===== src/lfa_cfg.svh =====
// constants for the literal and file alu datapath
`ifndef LFA_CFG_SVH
`define LFA_CFG_SVH
`define LFA_OP_HI       13
`define LFA_OP_LO       8
`define LFA_OP_ADDLIT   6'h3e
`define LFA_OP_ADDLIT_TOP 5'h1f
`define LFA_LIT_HI      7
`define LFA_BIT_ONE     8'h01
`define LFA_PH_FIRST    2'h0
`define LFA_PH_STEP     2'h1
`define LFA_IR_RST      14'h0000
`define LFA_OP_ANDLIT   6'h39
`define LFA_OP_ADDFILE  6'h07
`define LFA_OP_ANDFILE  6'h05
`define LFA_BCF_HI      13
`define LFA_BCF_LO      10
`define LFA_BCF_CODE    4'h4
`define LFA_DEST_BIT    7
`define LFA_ADDR_HI     6
`define LFA_BIT_HI      9
`define LFA_BIT_LO      7
`define LFA_PHASES      4
`define LFA_PH_LAST     2'h3
`define LFA_ACC_RST     8'h00
`define LFA_NIB_HI      3
`endif


===== src/lfa_pkg.sv =====
// types for the literal and file alu datapath
package lfa_pkg;
   typedef enum logic [2:0] {
      LFA_NONE,
      LFA_ADDLIT,
      LFA_ANDLIT,
      LFA_ADDFILE,
      LFA_ANDFILE,
      LFA_CLRBIT
   } lfa_op_t;

   typedef struct packed {
      logic c;
      logic dc;
      logic z;
   } lfa_flags_t;

   typedef struct packed {
      logic       we;
      logic [6:0] addr;
      logic [7:0] data;
   } lfa_fwr_t;
endpackage


===== src/lfa_core.sv =====
// execution datapath for add/and literal, add/and file and bit clear
`timescale 1ns/1ps
`include "lfa_cfg.svh"
module lfa_core (
   input  wire logic                 sys_clk_i,
   input  wire logic                 resetn_i,
   input  wire logic                 instr_valid_i,
   input  wire logic [13:0]          instr_i,
   input  wire logic [7:0]           file_rdata_i,
   input  wire lfa_pkg::lfa_flags_t  flags_i,
   output logic      [6:0]           file_addr_o,
   output lfa_pkg::lfa_fwr_t         file_wr_o,
   output logic      [7:0]           acc_o,
   output lfa_pkg::lfa_flags_t       flags_o,
   output logic                      flags_we_o,
   output logic                      done_o,
   output logic                      busy_o
);
   // one instruction cycle is four clock phases; the next fetch sits at phase 3, the last
   logic [1:0]          phase_r;
   logic [13:0]         ir_r;
   logic                run_r;
   logic [7:0]          acc_r;
   logic [7:0]          acc_nxt;
   lfa_pkg::lfa_flags_t flg_r;
   lfa_pkg::lfa_flags_t flg_nxt;
   lfa_pkg::lfa_fwr_t   fwr_r;
   lfa_pkg::lfa_fwr_t   fwr_nxt;
   logic                fwe_r;
   logic                done_r;

   function automatic lfa_pkg::lfa_op_t decode(input logic [13:0] ir);
      if (ir[`LFA_OP_HI:`LFA_OP_LO+1] == `LFA_OP_ADDLIT_TOP)
         decode = lfa_pkg::LFA_ADDLIT;
      else if (ir[`LFA_OP_HI:`LFA_OP_LO] == `LFA_OP_ANDLIT)
         decode = lfa_pkg::LFA_ANDLIT;
      else if (ir[`LFA_OP_HI:`LFA_OP_LO] == `LFA_OP_ADDFILE)
         decode = lfa_pkg::LFA_ADDFILE;
      else if (ir[`LFA_OP_HI:`LFA_OP_LO] == `LFA_OP_ANDFILE)
         decode = lfa_pkg::LFA_ANDFILE;
      else if (ir[`LFA_BCF_HI:`LFA_BCF_LO] == `LFA_BCF_CODE)
         decode = lfa_pkg::LFA_CLRBIT;
      else
         decode = lfa_pkg::LFA_NONE;
   endfunction

   // one-hot mask of the bit to clear
   function automatic logic [7:0] bit_mask(input logic [2:0] b);
      bit_mask = `LFA_BIT_ONE << b;
   endfunction

   wire lfa_pkg::lfa_op_t op_w   = decode(ir_r);
   wire logic             dest_w = ir_r[`LFA_DEST_BIT];
   wire logic [7:0]       lit_w  = ir_r[`LFA_LIT_HI:0];
   wire logic [2:0]       bsel_w = ir_r[`LFA_BIT_HI:`LFA_BIT_LO];
   wire logic [6:0]       fadr_w = ir_r[`LFA_ADDR_HI:0];
   wire logic             is_lit = (op_w == lfa_pkg::LFA_ADDLIT) || (op_w == lfa_pkg::LFA_ANDLIT);
   wire logic             is_and = (op_w == lfa_pkg::LFA_ANDLIT) || (op_w == lfa_pkg::LFA_ANDFILE);
   wire logic             is_add = (op_w == lfa_pkg::LFA_ADDLIT) || (op_w == lfa_pkg::LFA_ADDFILE);
   wire logic             is_fop = (op_w == lfa_pkg::LFA_ADDFILE) || (op_w == lfa_pkg::LFA_ANDFILE);
   wire logic             last_w = run_r && (phase_r == `LFA_PH_LAST);
   wire logic [7:0]       opb_w  = is_lit ? lit_w : file_rdata_i;
   wire logic [7:0]       clr_w  = file_rdata_i & ~bit_mask(bsel_w);

   logic [7:0]          alu_res;
   lfa_pkg::lfa_flags_t alu_flg;

   lfa_alu u_alu (
      .do_and_i (is_and),
      .a_i      (acc_r),
      .b_i      (opb_w),
      .res_o    (alu_res),
      .flags_o  (alu_flg)
   );

   always_comb begin
      acc_nxt = acc_r;
      flg_nxt = flags_i;
      fwr_nxt = '0;
      fwr_nxt.addr = fadr_w;
      if (last_w) begin
         if (is_lit || (is_fop && !dest_w))
            acc_nxt = alu_res;
         if (is_fop && dest_w) begin
            fwr_nxt.we   = 1'b1;
            fwr_nxt.data = alu_res;
         end
         if (op_w == lfa_pkg::LFA_CLRBIT) begin
            fwr_nxt.we   = 1'b1;
            fwr_nxt.data = clr_w;
         end
         if (is_add)
            flg_nxt = alu_flg;
         if (is_and)
            flg_nxt.z = alu_flg.z;
      end
   end

   // instruction latch; words offered while busy are refused until the last phase
   always_ff @(posedge sys_clk_i or negedge resetn_i) begin
      if (!resetn_i) begin
         phase_r <= `LFA_PH_FIRST;
         run_r   <= 1'b0;
         ir_r    <= `LFA_IR_RST;
      end else if (!run_r || last_w) begin
         run_r   <= instr_valid_i;
         ir_r    <= instr_i;
         phase_r <= `LFA_PH_FIRST;
      end else begin
         phase_r <= phase_r + `LFA_PH_STEP;
      end
   end

   always_ff @(posedge sys_clk_i or negedge resetn_i) begin
      if (!resetn_i) begin
         acc_r  <= `LFA_ACC_RST;
         flg_r  <= '0;
         fwr_r  <= '0;
         fwe_r  <= 1'b0;
         done_r <= 1'b0;
      end else begin
         acc_r  <= acc_nxt;
         flg_r  <= flg_nxt;
         fwr_r  <= fwr_nxt;
         fwe_r  <= last_w && (is_add || is_and);
         done_r <= last_w;
      end
   end

   // file read is combinational on the address held through the cycle
   assign file_addr_o = fadr_w;
   assign file_wr_o   = fwr_r;
   assign acc_o       = acc_r;
   assign flags_o     = flg_r;
   assign flags_we_o  = fwe_r;
   assign done_o      = done_r;
   assign busy_o      = run_r;

   a_add_lit_acc: assert property (@(posedge sys_clk_i) disable iff (!resetn_i)
      last_w && op_w == lfa_pkg::LFA_ADDLIT |=> acc_r == $past(acc_r + lit_w) && flags_we_o)
      else $error("add literal result wrong");
   a_and_lit_acc: assert property (@(posedge sys_clk_i) disable iff (!resetn_i)
      last_w && op_w == lfa_pkg::LFA_ANDLIT |=> acc_r == $past(acc_r & lit_w)
      && flags_o.c == $past(flags_i.c) && flags_o.dc == $past(flags_i.dc))
      else $error("and literal result or flags wrong");
   a_add_file_sum: assert property (@(posedge sys_clk_i) disable iff (!resetn_i)
      last_w && op_w == lfa_pkg::LFA_ADDFILE && dest_w |=> file_wr_o.we
      && file_wr_o.data == $past(acc_r + file_rdata_i))
      else $error("add file write back wrong");
   a_dest_acc_hold: assert property (@(posedge sys_clk_i) disable iff (!resetn_i)
      last_w && is_fop && dest_w |=> $stable(acc_r))
      else $error("accumulator changed on file destination");
   a_dest_acc_wr: assert property (@(posedge sys_clk_i) disable iff (!resetn_i)
      last_w && is_fop && !dest_w |=> !file_wr_o.we && acc_r == $past(alu_res))
      else $error("accumulator destination wrong");
   a_and_file_zero: assert property (@(posedge sys_clk_i) disable iff (!resetn_i)
      last_w && op_w == lfa_pkg::LFA_ANDFILE |=> flags_o.z == ($past(acc_r & file_rdata_i) == 8'h00))
      else $error("and file zero flag wrong");
   a_clr_bit_only: assert property (@(posedge sys_clk_i) disable iff (!resetn_i)
      last_w && op_w == lfa_pkg::LFA_CLRBIT |=> file_wr_o.we && !flags_we_o
      && file_wr_o.data[$past(bsel_w)] == 1'b0 && $stable(acc_r))
      else $error("bit clear wrong");
   a_cycle_four: assert property (@(posedge sys_clk_i) disable iff (!resetn_i)
      done_o && busy_o |=> !done_o ##1 !done_o ##1 !done_o ##1 done_o)
      else $error("instruction cycle not four clocks");
   a_carry_digit: assert property (@(posedge sys_clk_i) disable iff (!resetn_i)
      last_w && is_add |=> flags_o.c == $past(({1'b0, acc_r} + {1'b0, opb_w}) > 9'h0ff)
      && flags_o.dc == $past((acc_r[3:0] + opb_w[3:0]) > 5'h0f))
      else $error("carry or digit carry wrong");

   // flag handling of the and ops, the zero flag of adds and the bits kept by bit clear
   a_and_lit_zero: assert property (@(posedge sys_clk_i) disable iff (!resetn_i)
      last_w && op_w == lfa_pkg::LFA_ANDLIT |=> flags_we_o && flags_o.z == ($past(acc_r & lit_w) == 8'h00))
      else $error("and literal zero flag wrong");
   a_and_file_keep: assert property (@(posedge sys_clk_i) disable iff (!resetn_i)
      last_w && op_w == lfa_pkg::LFA_ANDFILE |=> flags_we_o
      && flags_o.c == $past(flags_i.c) && flags_o.dc == $past(flags_i.dc))
      else $error("and file touched carry flags");
   a_add_zero: assert property (@(posedge sys_clk_i) disable iff (!resetn_i)
      last_w && is_add |=> flags_o.z == ($past(acc_r + opb_w) == 8'h00))
      else $error("add zero flag wrong");
   a_clr_bit_keep: assert property (@(posedge sys_clk_i) disable iff (!resetn_i)
      last_w && op_w == lfa_pkg::LFA_CLRBIT |=> (file_wr_o.data | bit_mask($past(bsel_w)))
      == ($past(file_rdata_i) | bit_mask($past(bsel_w))) && file_wr_o.addr == $past(fadr_w))
      else $error("bit clear disturbed other bits");

   // sequencing: unknown words, refusal while busy, one-cycle strobes
   a_unknown_quiet: assert property (@(posedge sys_clk_i) disable iff (!resetn_i)
      last_w && op_w == lfa_pkg::LFA_NONE |=> !file_wr_o.we && !flags_we_o && $stable(acc_r))
      else $error("unknown opcode wrote state");
   a_ir_hold: assert property (@(posedge sys_clk_i) disable iff (!resetn_i)
      run_r && !last_w |=> $stable(ir_r))
      else $error("instruction taken while busy");
   a_done_pulse: assert property (@(posedge sys_clk_i) disable iff (!resetn_i)
      done_o |=> !done_o)
      else $error("done longer than one cycle");
   a_fwr_pulse: assert property (@(posedge sys_clk_i) disable iff (!resetn_i)
      file_wr_o.we |=> !file_wr_o.we)
      else $error("file write longer than one cycle");
   a_dest_file_wr: assert property (@(posedge sys_clk_i) disable iff (!resetn_i)
      last_w && is_fop && dest_w |=> file_wr_o.we && file_wr_o.addr == $past(fadr_w))
      else $error("file destination write missing");
   a_busy_level: assert property (@(posedge sys_clk_i) disable iff (!resetn_i)
      last_w && !instr_valid_i |=> !busy_o)
      else $error("busy without a new instruction");

   c_add_lit:  cover property (@(posedge sys_clk_i) last_w && op_w == lfa_pkg::LFA_ADDLIT && alu_flg.c);
   c_and_file: cover property (@(posedge sys_clk_i) last_w && op_w == lfa_pkg::LFA_ANDFILE && dest_w);
   c_clr_bit:  cover property (@(posedge sys_clk_i) last_w && op_w == lfa_pkg::LFA_CLRBIT);
   c_back2bk:  cover property (@(posedge sys_clk_i) done_o ##4 done_o);
   c_dest_acc: cover property (@(posedge sys_clk_i) last_w && is_fop && !dest_w);
endmodule


===== src/lfa_alu.sv =====
// combinational add and and unit with carry, digit carry and zero
`timescale 1ns/1ps
`include "lfa_cfg.svh"
module lfa_alu (
   input  wire logic             do_and_i,
   input  wire logic [7:0]       a_i,
   input  wire logic [7:0]       b_i,
   output logic      [7:0]       res_o,
   output lfa_pkg::lfa_flags_t   flags_o
);
   wire logic [8:0] sum_w = {1'b0, a_i} + {1'b0, b_i};
   wire logic [4:0] nib_w = {1'b0, a_i[`LFA_NIB_HI:0]} + {1'b0, b_i[`LFA_NIB_HI:0]};
   assign res_o      = do_and_i ? (a_i & b_i) : sum_w[7:0];
   // one driver for the whole flag struct keeps strict tools happy
   assign flags_o = '{c: sum_w[8], dc: nib_w[4], z: (res_o == 8'h00)};
endmodule


===== config.mk =====
export PLATFORM = sky130hd
export DESIGN_NAME = lfa_core
export DESIGN_NICKNAME = d
export VERILOG_FILES = /design/src/lfa_pkg.sv /design/src/lfa_core.sv /design/src/lfa_alu.sv
export VERILOG_INCLUDE_DIRS = /design/src
export SDC_FILE = /design/constraint.sdc
export NUM_CORES = 1
export LEC_CHECK = 0
export ABC_AREA = 0
export BUFFER_PORTS_ARGS = -buffer_cell sky130_fd_sc_hd__buf_2
export CORE_MARGIN = 5
export CORE_UTILIZATION = 53
export CTS_BUF_LIST = sky130_fd_sc_hd__clkbuf_8
export DETAILED_ROUTE_END_ITERATION = 10
export PLACE_DENSITY_LB_ADDON = 0.08
export RECOVER_POWER = 50
export SYNTH_ARGS = -nofsm -noshare
export SYNTH_HDL_FRONTEND = slang
export SYNTH_SLANG_ARGS = --single-unit

===== constraint.sdc =====
create_clock -name sys_clk_i -period 8.6 [get_ports sys_clk_i]
set_input_delay 1.72 -clock sys_clk_i [delete_from_list [all_inputs] [get_ports sys_clk_i]]
set_output_delay 1.72 -clock sys_clk_i [all_outputs]
set_load 0.1 [all_outputs]

Yosys cells after proc, flatten, opt, wreduce, memory -nomap -nowiden
Cells that the tools add are included.
{"block": "totals", "reg_bits": 46}
{"block": "op_classes", "eq_ne": 11, "n_addsub": 3, "muxes": 17, "n_reduce_logical": 15, "n_shift": 1, "bitwise_logic": 3}
{"operator": "2-to-1 mux 8 bit", "count": 5}
{"operator": "2-to-1 mux 3 bit", "count": 7}
{"operator": "AND 8 bit", "count": 2}
{"operator": "equality test 6 x 3 -> 1 bit, second input constant", "count": 2}
{"operator": "adder 8 x 8 -> 9 bit", "count": 1}
{"operator": "zero test 8 bit", "count": 1}
{"operator": "inverter 8 bit", "count": 1}
{"operator": "left shift 1 x 3 -> 8 bit, first input constant", "count": 1}
{"operator": "logical OR 1 bit", "count": 7}
{"operator": "equality test 3 x 2 -> 1 bit, second input constant", "count": 2}
{"operator": "equality test 3 bit, second input constant", "count": 2}
{"operator": "equality test 6 bit, second input constant", "count": 1}
{"operator": "adder 4 x 4 -> 5 bit", "count": 1}
{"operator": "equality test 5 bit, second input constant", "count": 1}
{"operator": "equality test 4 x 3 -> 1 bit, second input constant", "count": 1}
{"operator": "logical AND 1 bit", "count": 4}
{"operator": "2-to-1 mux 1 bit", "count": 4}
{"operator": "equality test 3 x 1 -> 1 bit, second input constant", "count": 1}
{"operator": "adder 2 x 1 -> 2 bit, second input constant", "count": 1}
{"operator": "equality test 2 bit, second input constant", "count": 1}
{"operator": "zero test 1 bit", "count": 2}
{"operator": "2-to-1 mux 2 bit", "count": 1}
{"operator": "AND reduction 2 bit", "count": 1}

Longest topological paths before layout
{"block": "logic_depth", "depth_word": 15, "ltp_mapped": 13, "depth_no_buf": 12}

Modules after synthesis
A second synthesis with hierarchy kept.
{"block": "hier_totals", "hier_cells": 222, "hier_area_um2": 2511.2}
{"mod": "lfa_core", "n_inst": 1, "cells_each": 150, "area_per_inst_um2": 1961.9}
{"mod": "lfa_alu", "n_inst": 1, "cells_each": 72, "area_per_inst_um2": 549.3}

Least setup slack after synthesis
Ideal clock, no wire load.
{"block": "synth_path", "path_type": "input port to flip-flop", "from": "input file_rdata_i[0]", "to": "register flg_r, in the netlist flags_o[0]", "setup_time_ns": 0.104, "required_ns": 8.496, "arrival_time_ns": 3.590, "cell_stages": 10, "n_path_buf": 0, "path_slack_ns": 4.906, "path_cell_list": "mux2_2 -> ha_1 -> inv_1 -> fa_1 -> nand2b_1 -> a21oi_1 -> a31oi_1 -> xnor2_1 -> mux2_2 -> o41ai_2"}
{"item": "from (decl)", "line_no": "lfa_core.sv:9", "source": "input wire logic [7:0] file_rdata_i,"}
{"item": "to (signal assigned)", "line_no": "lfa_core.sv:123", "source": "flg_r <= flg_nxt;"}
{"item": "to (decl)", "line_no": "lfa_core.sv:25", "source": "lfa_pkg::lfa_flags_t flg_r;"}

==> impl_metrics.tcl <==
set metrics [dict create \
    setup.worst_path.start_class "register" \
    cts_num_sinks 46 \
    grt_max_degree 47 \
    hold_depth 0 \
    synth_mux_area_share_pct 14.0 \
    ant_nets 0 \
    holdWs_ps 429 \
    status "finished, violations left" \
    drive_gt1_share_pct 37.6 \
    yosysMostFrequentCell "dfrtp_1" \
    max_slew.worst_pin.slew_ps 2390 \
    crit_arrival_ps 4290 \
    fin_area_um2 2760 \
    gr-usage-all-layers_pct 17.5 \
    overflow 0 \
    netlist_instances 217 \
    register_area_um2 1150 \
    slew_violations 47 \
    finalWirelength_um 4950 \
    fmax_mhz 245 \
    synth_commonest_cells "46 x dfrtp_1, 26 x mux2_2, 21 x nor2_1" \
    cts_resized 0 \
    grt_pass1_vias 1712 \
    path_max_fanout 13 \
    period_minus_slack_ps 4090 \
    clk_latency_ps 300 \
    place_area_um2 2670 \
    synth_top_family_by_area "multiplexers" \
    synthesis.area_um2 2380 \
    synth-seq-cells 46 \
    reg2reg_depth 12 \
    place.detailed.hpwl_um 3840 \
    synth_area_leaders "dfrtp_1 48%, mux2_2 12%, ha_1 5.3%" \
    slew_headroom_pct -59.5 \
    synthAdderAreaFrac_pct 6.11 \
    synth_cell_types 37 \
    hold_violations 0 \
    final_net_count 312 \
    post_synth_and_or_nand_nor_area_fraction_pct 12.0 \
    crit_type "reg -> reg" \
    finClkSkew_ps 10.2 \
    syn_avg_cell_area_um2 10.9 \
    vias_per_cell 5.30 \
    drtIter0Drc 74 \
    antenna_found_initial 0 \
    vias 1729 \
    async_flop_share_pct 100 \
    synth_compound_area_share_pct 12.2 \
    htreeDepth 2 \
    maxCapViolations 1 \
    cts_setup_buffers 0 \
    pin_count 65 \
    clk_path_buf_depth 2 \
    synth-xor-area-share_pct 2.21 \
    crit_required_ps 8800 \
    n_fill_cell 367 \
    start_util_pct 54.6 \
    ys_warn_count 0 \
    area_growth_pct 16.2 \
    core_um2 4350 \
    final.setup.tns_ps 0 \
    gp_congestion 0.824 \
    synth_top_cell_area_share_pct 48.4 \
    wl_per_cell_um 15.2 \
    yosys.area.top_type "dfrtp_1" \
    die_area_um2 5920 \
    clkSlewWorstSetupHoldPaths_ps 80 \
    drtPass1Iterations 4 \
    multi_input_area_um2 1100 \
    cp-end-kind "register" \
    numCtsBuffers 5 \
    cts_hold_buf 0 \
    cts_tree "yes" \
    antenna_cells 0 \
    port_buffers 64 \
    synth_edf_count 0 \
    synth_nets 256 \
    die_y_um 77.0 \
    synthFlopType "dfrtp_1" \
    root_buffer "clkbuf_8" \
    placementRows 24 \
    die_x_um 77.0 \
    ys_seq_area_share_pct 48.4 \
    min_path_type "reg -> reg" \
    rsz0062_at_grt "false" \
    violations "max-capacitance violations, max-slew violations" \
    grt_pass1_wl_um 8400 \
    setup_violations 0 \
    fin_crit_sh_pct 47.5 \
    drc 0 \
]
==> per-stage QoR <==
stage	cells	setup slack (ps)	utilization [%]
after detailed placement	318	4610	61.4
after floorplan	217	4910	-
after global placement	318	4690	61.4
after global routing	326	4260	63.4
final	326	4510	63.4
after CTS	326	4820	63.5
==> flip-flops by register name, summed over array words and instances, names as in the netlist <==
register / cells
flags_we_o: 1
phase_r: 2
ir_r: 14
done_o: 1
busy_o: 1
flags_o: 3
acc_o: 8
file_wr_o: 16
==> logic make-up (layout without fill, tap and decap cells) <==
| family | count (synthesis) | after routing |
|---|---|---|
| xor gates and xnor gates | 6 | 6 |
| muxes | 30 | 30 |
| and+or+nand+nor | 56 | 56 |
| buffers and inverters | 24 | 81 |
| DFF | 46 | 46 |
| AOI/OAI and AO/OA | 44 | 44 |
| adders and majority gates | 11 | 11 |
==> layout by cell type, fill, tap and decap left out, types with 2 or more instances in the layout <==
master	count
a211oi_1	7
a21oi_1	21
and3_1	2
buf_2	63
clkbuf_8	6
dfrtp_1	46
ha_1	10
inv_1	10
mux2_2	26
mux2i_1	4
nand2_1	13
nand2b_1	5
nand3_1	4
nand3b_1	4
nor2_1	21
o21ai_0	5
o31ai_1	2
xnor2_1	2
xor2_1	4
==> cell type report <==
type                            instances  area share [%]
Multi-Input combinational cell        147            39.8
Clock inverter                          2           0.317
Timing Repair Buffer                   64            11.6
Sequential cell                        46            41.7
Inverter                                9            1.22
Tap cell                               52            2.36
Clock buffer                            6            2.99
==> metal layers <==
layer	wire [um]	GRT usage [%]	vias up
li1	-	-	866
met1	2280	24.7	802
met5	0	0	-
met3	390	5.50	7
met4	74	4.90	0
met2	2200	25.9	54
==> final timing paths <==
path | slack (ps) | endpoint | start
max reg2reg | 4510 | flags_o[0]$_DFF_PN0_ | ir_r[8]$_DFFE_PN0P_
max | 4510 | flags_o[0]$_DFF_PN0_ | ir_r[8]$_DFFE_PN0P_
min reg2reg | 430 | file_wr_o[9]$_DFF_PN0_ | ir_r[1]$_DFFE_PN0P_
min in group asynchronous | 2150 | acc_o[4]$_DFFE_PN0P_ | resetn_i
max in group asynchronous | 5100 | file_wr_o[8]$_DFF_PN0_ | resetn_i
min | 430 | file_wr_o[9]$_DFF_PN0_ | ir_r[1]$_DFFE_PN0P_
==> worst max-delay path, stage by stage, from the launching register on <==
cell      delay (ps)
dfrtp_1          560
or3b_4           430
a21oi_1          770
mux2_2           310
ha_1             190
inv_1             80
fa_1             390
nand2b_1         160
a21oi_1          230
xor2_1           140
o31ai_1          280
nand3_1          130
o41ai_2          310
Power is left out: the tool's default activity adds up to more than one toggle a clock period on the data nets, which glitch-free logic cannot reach.
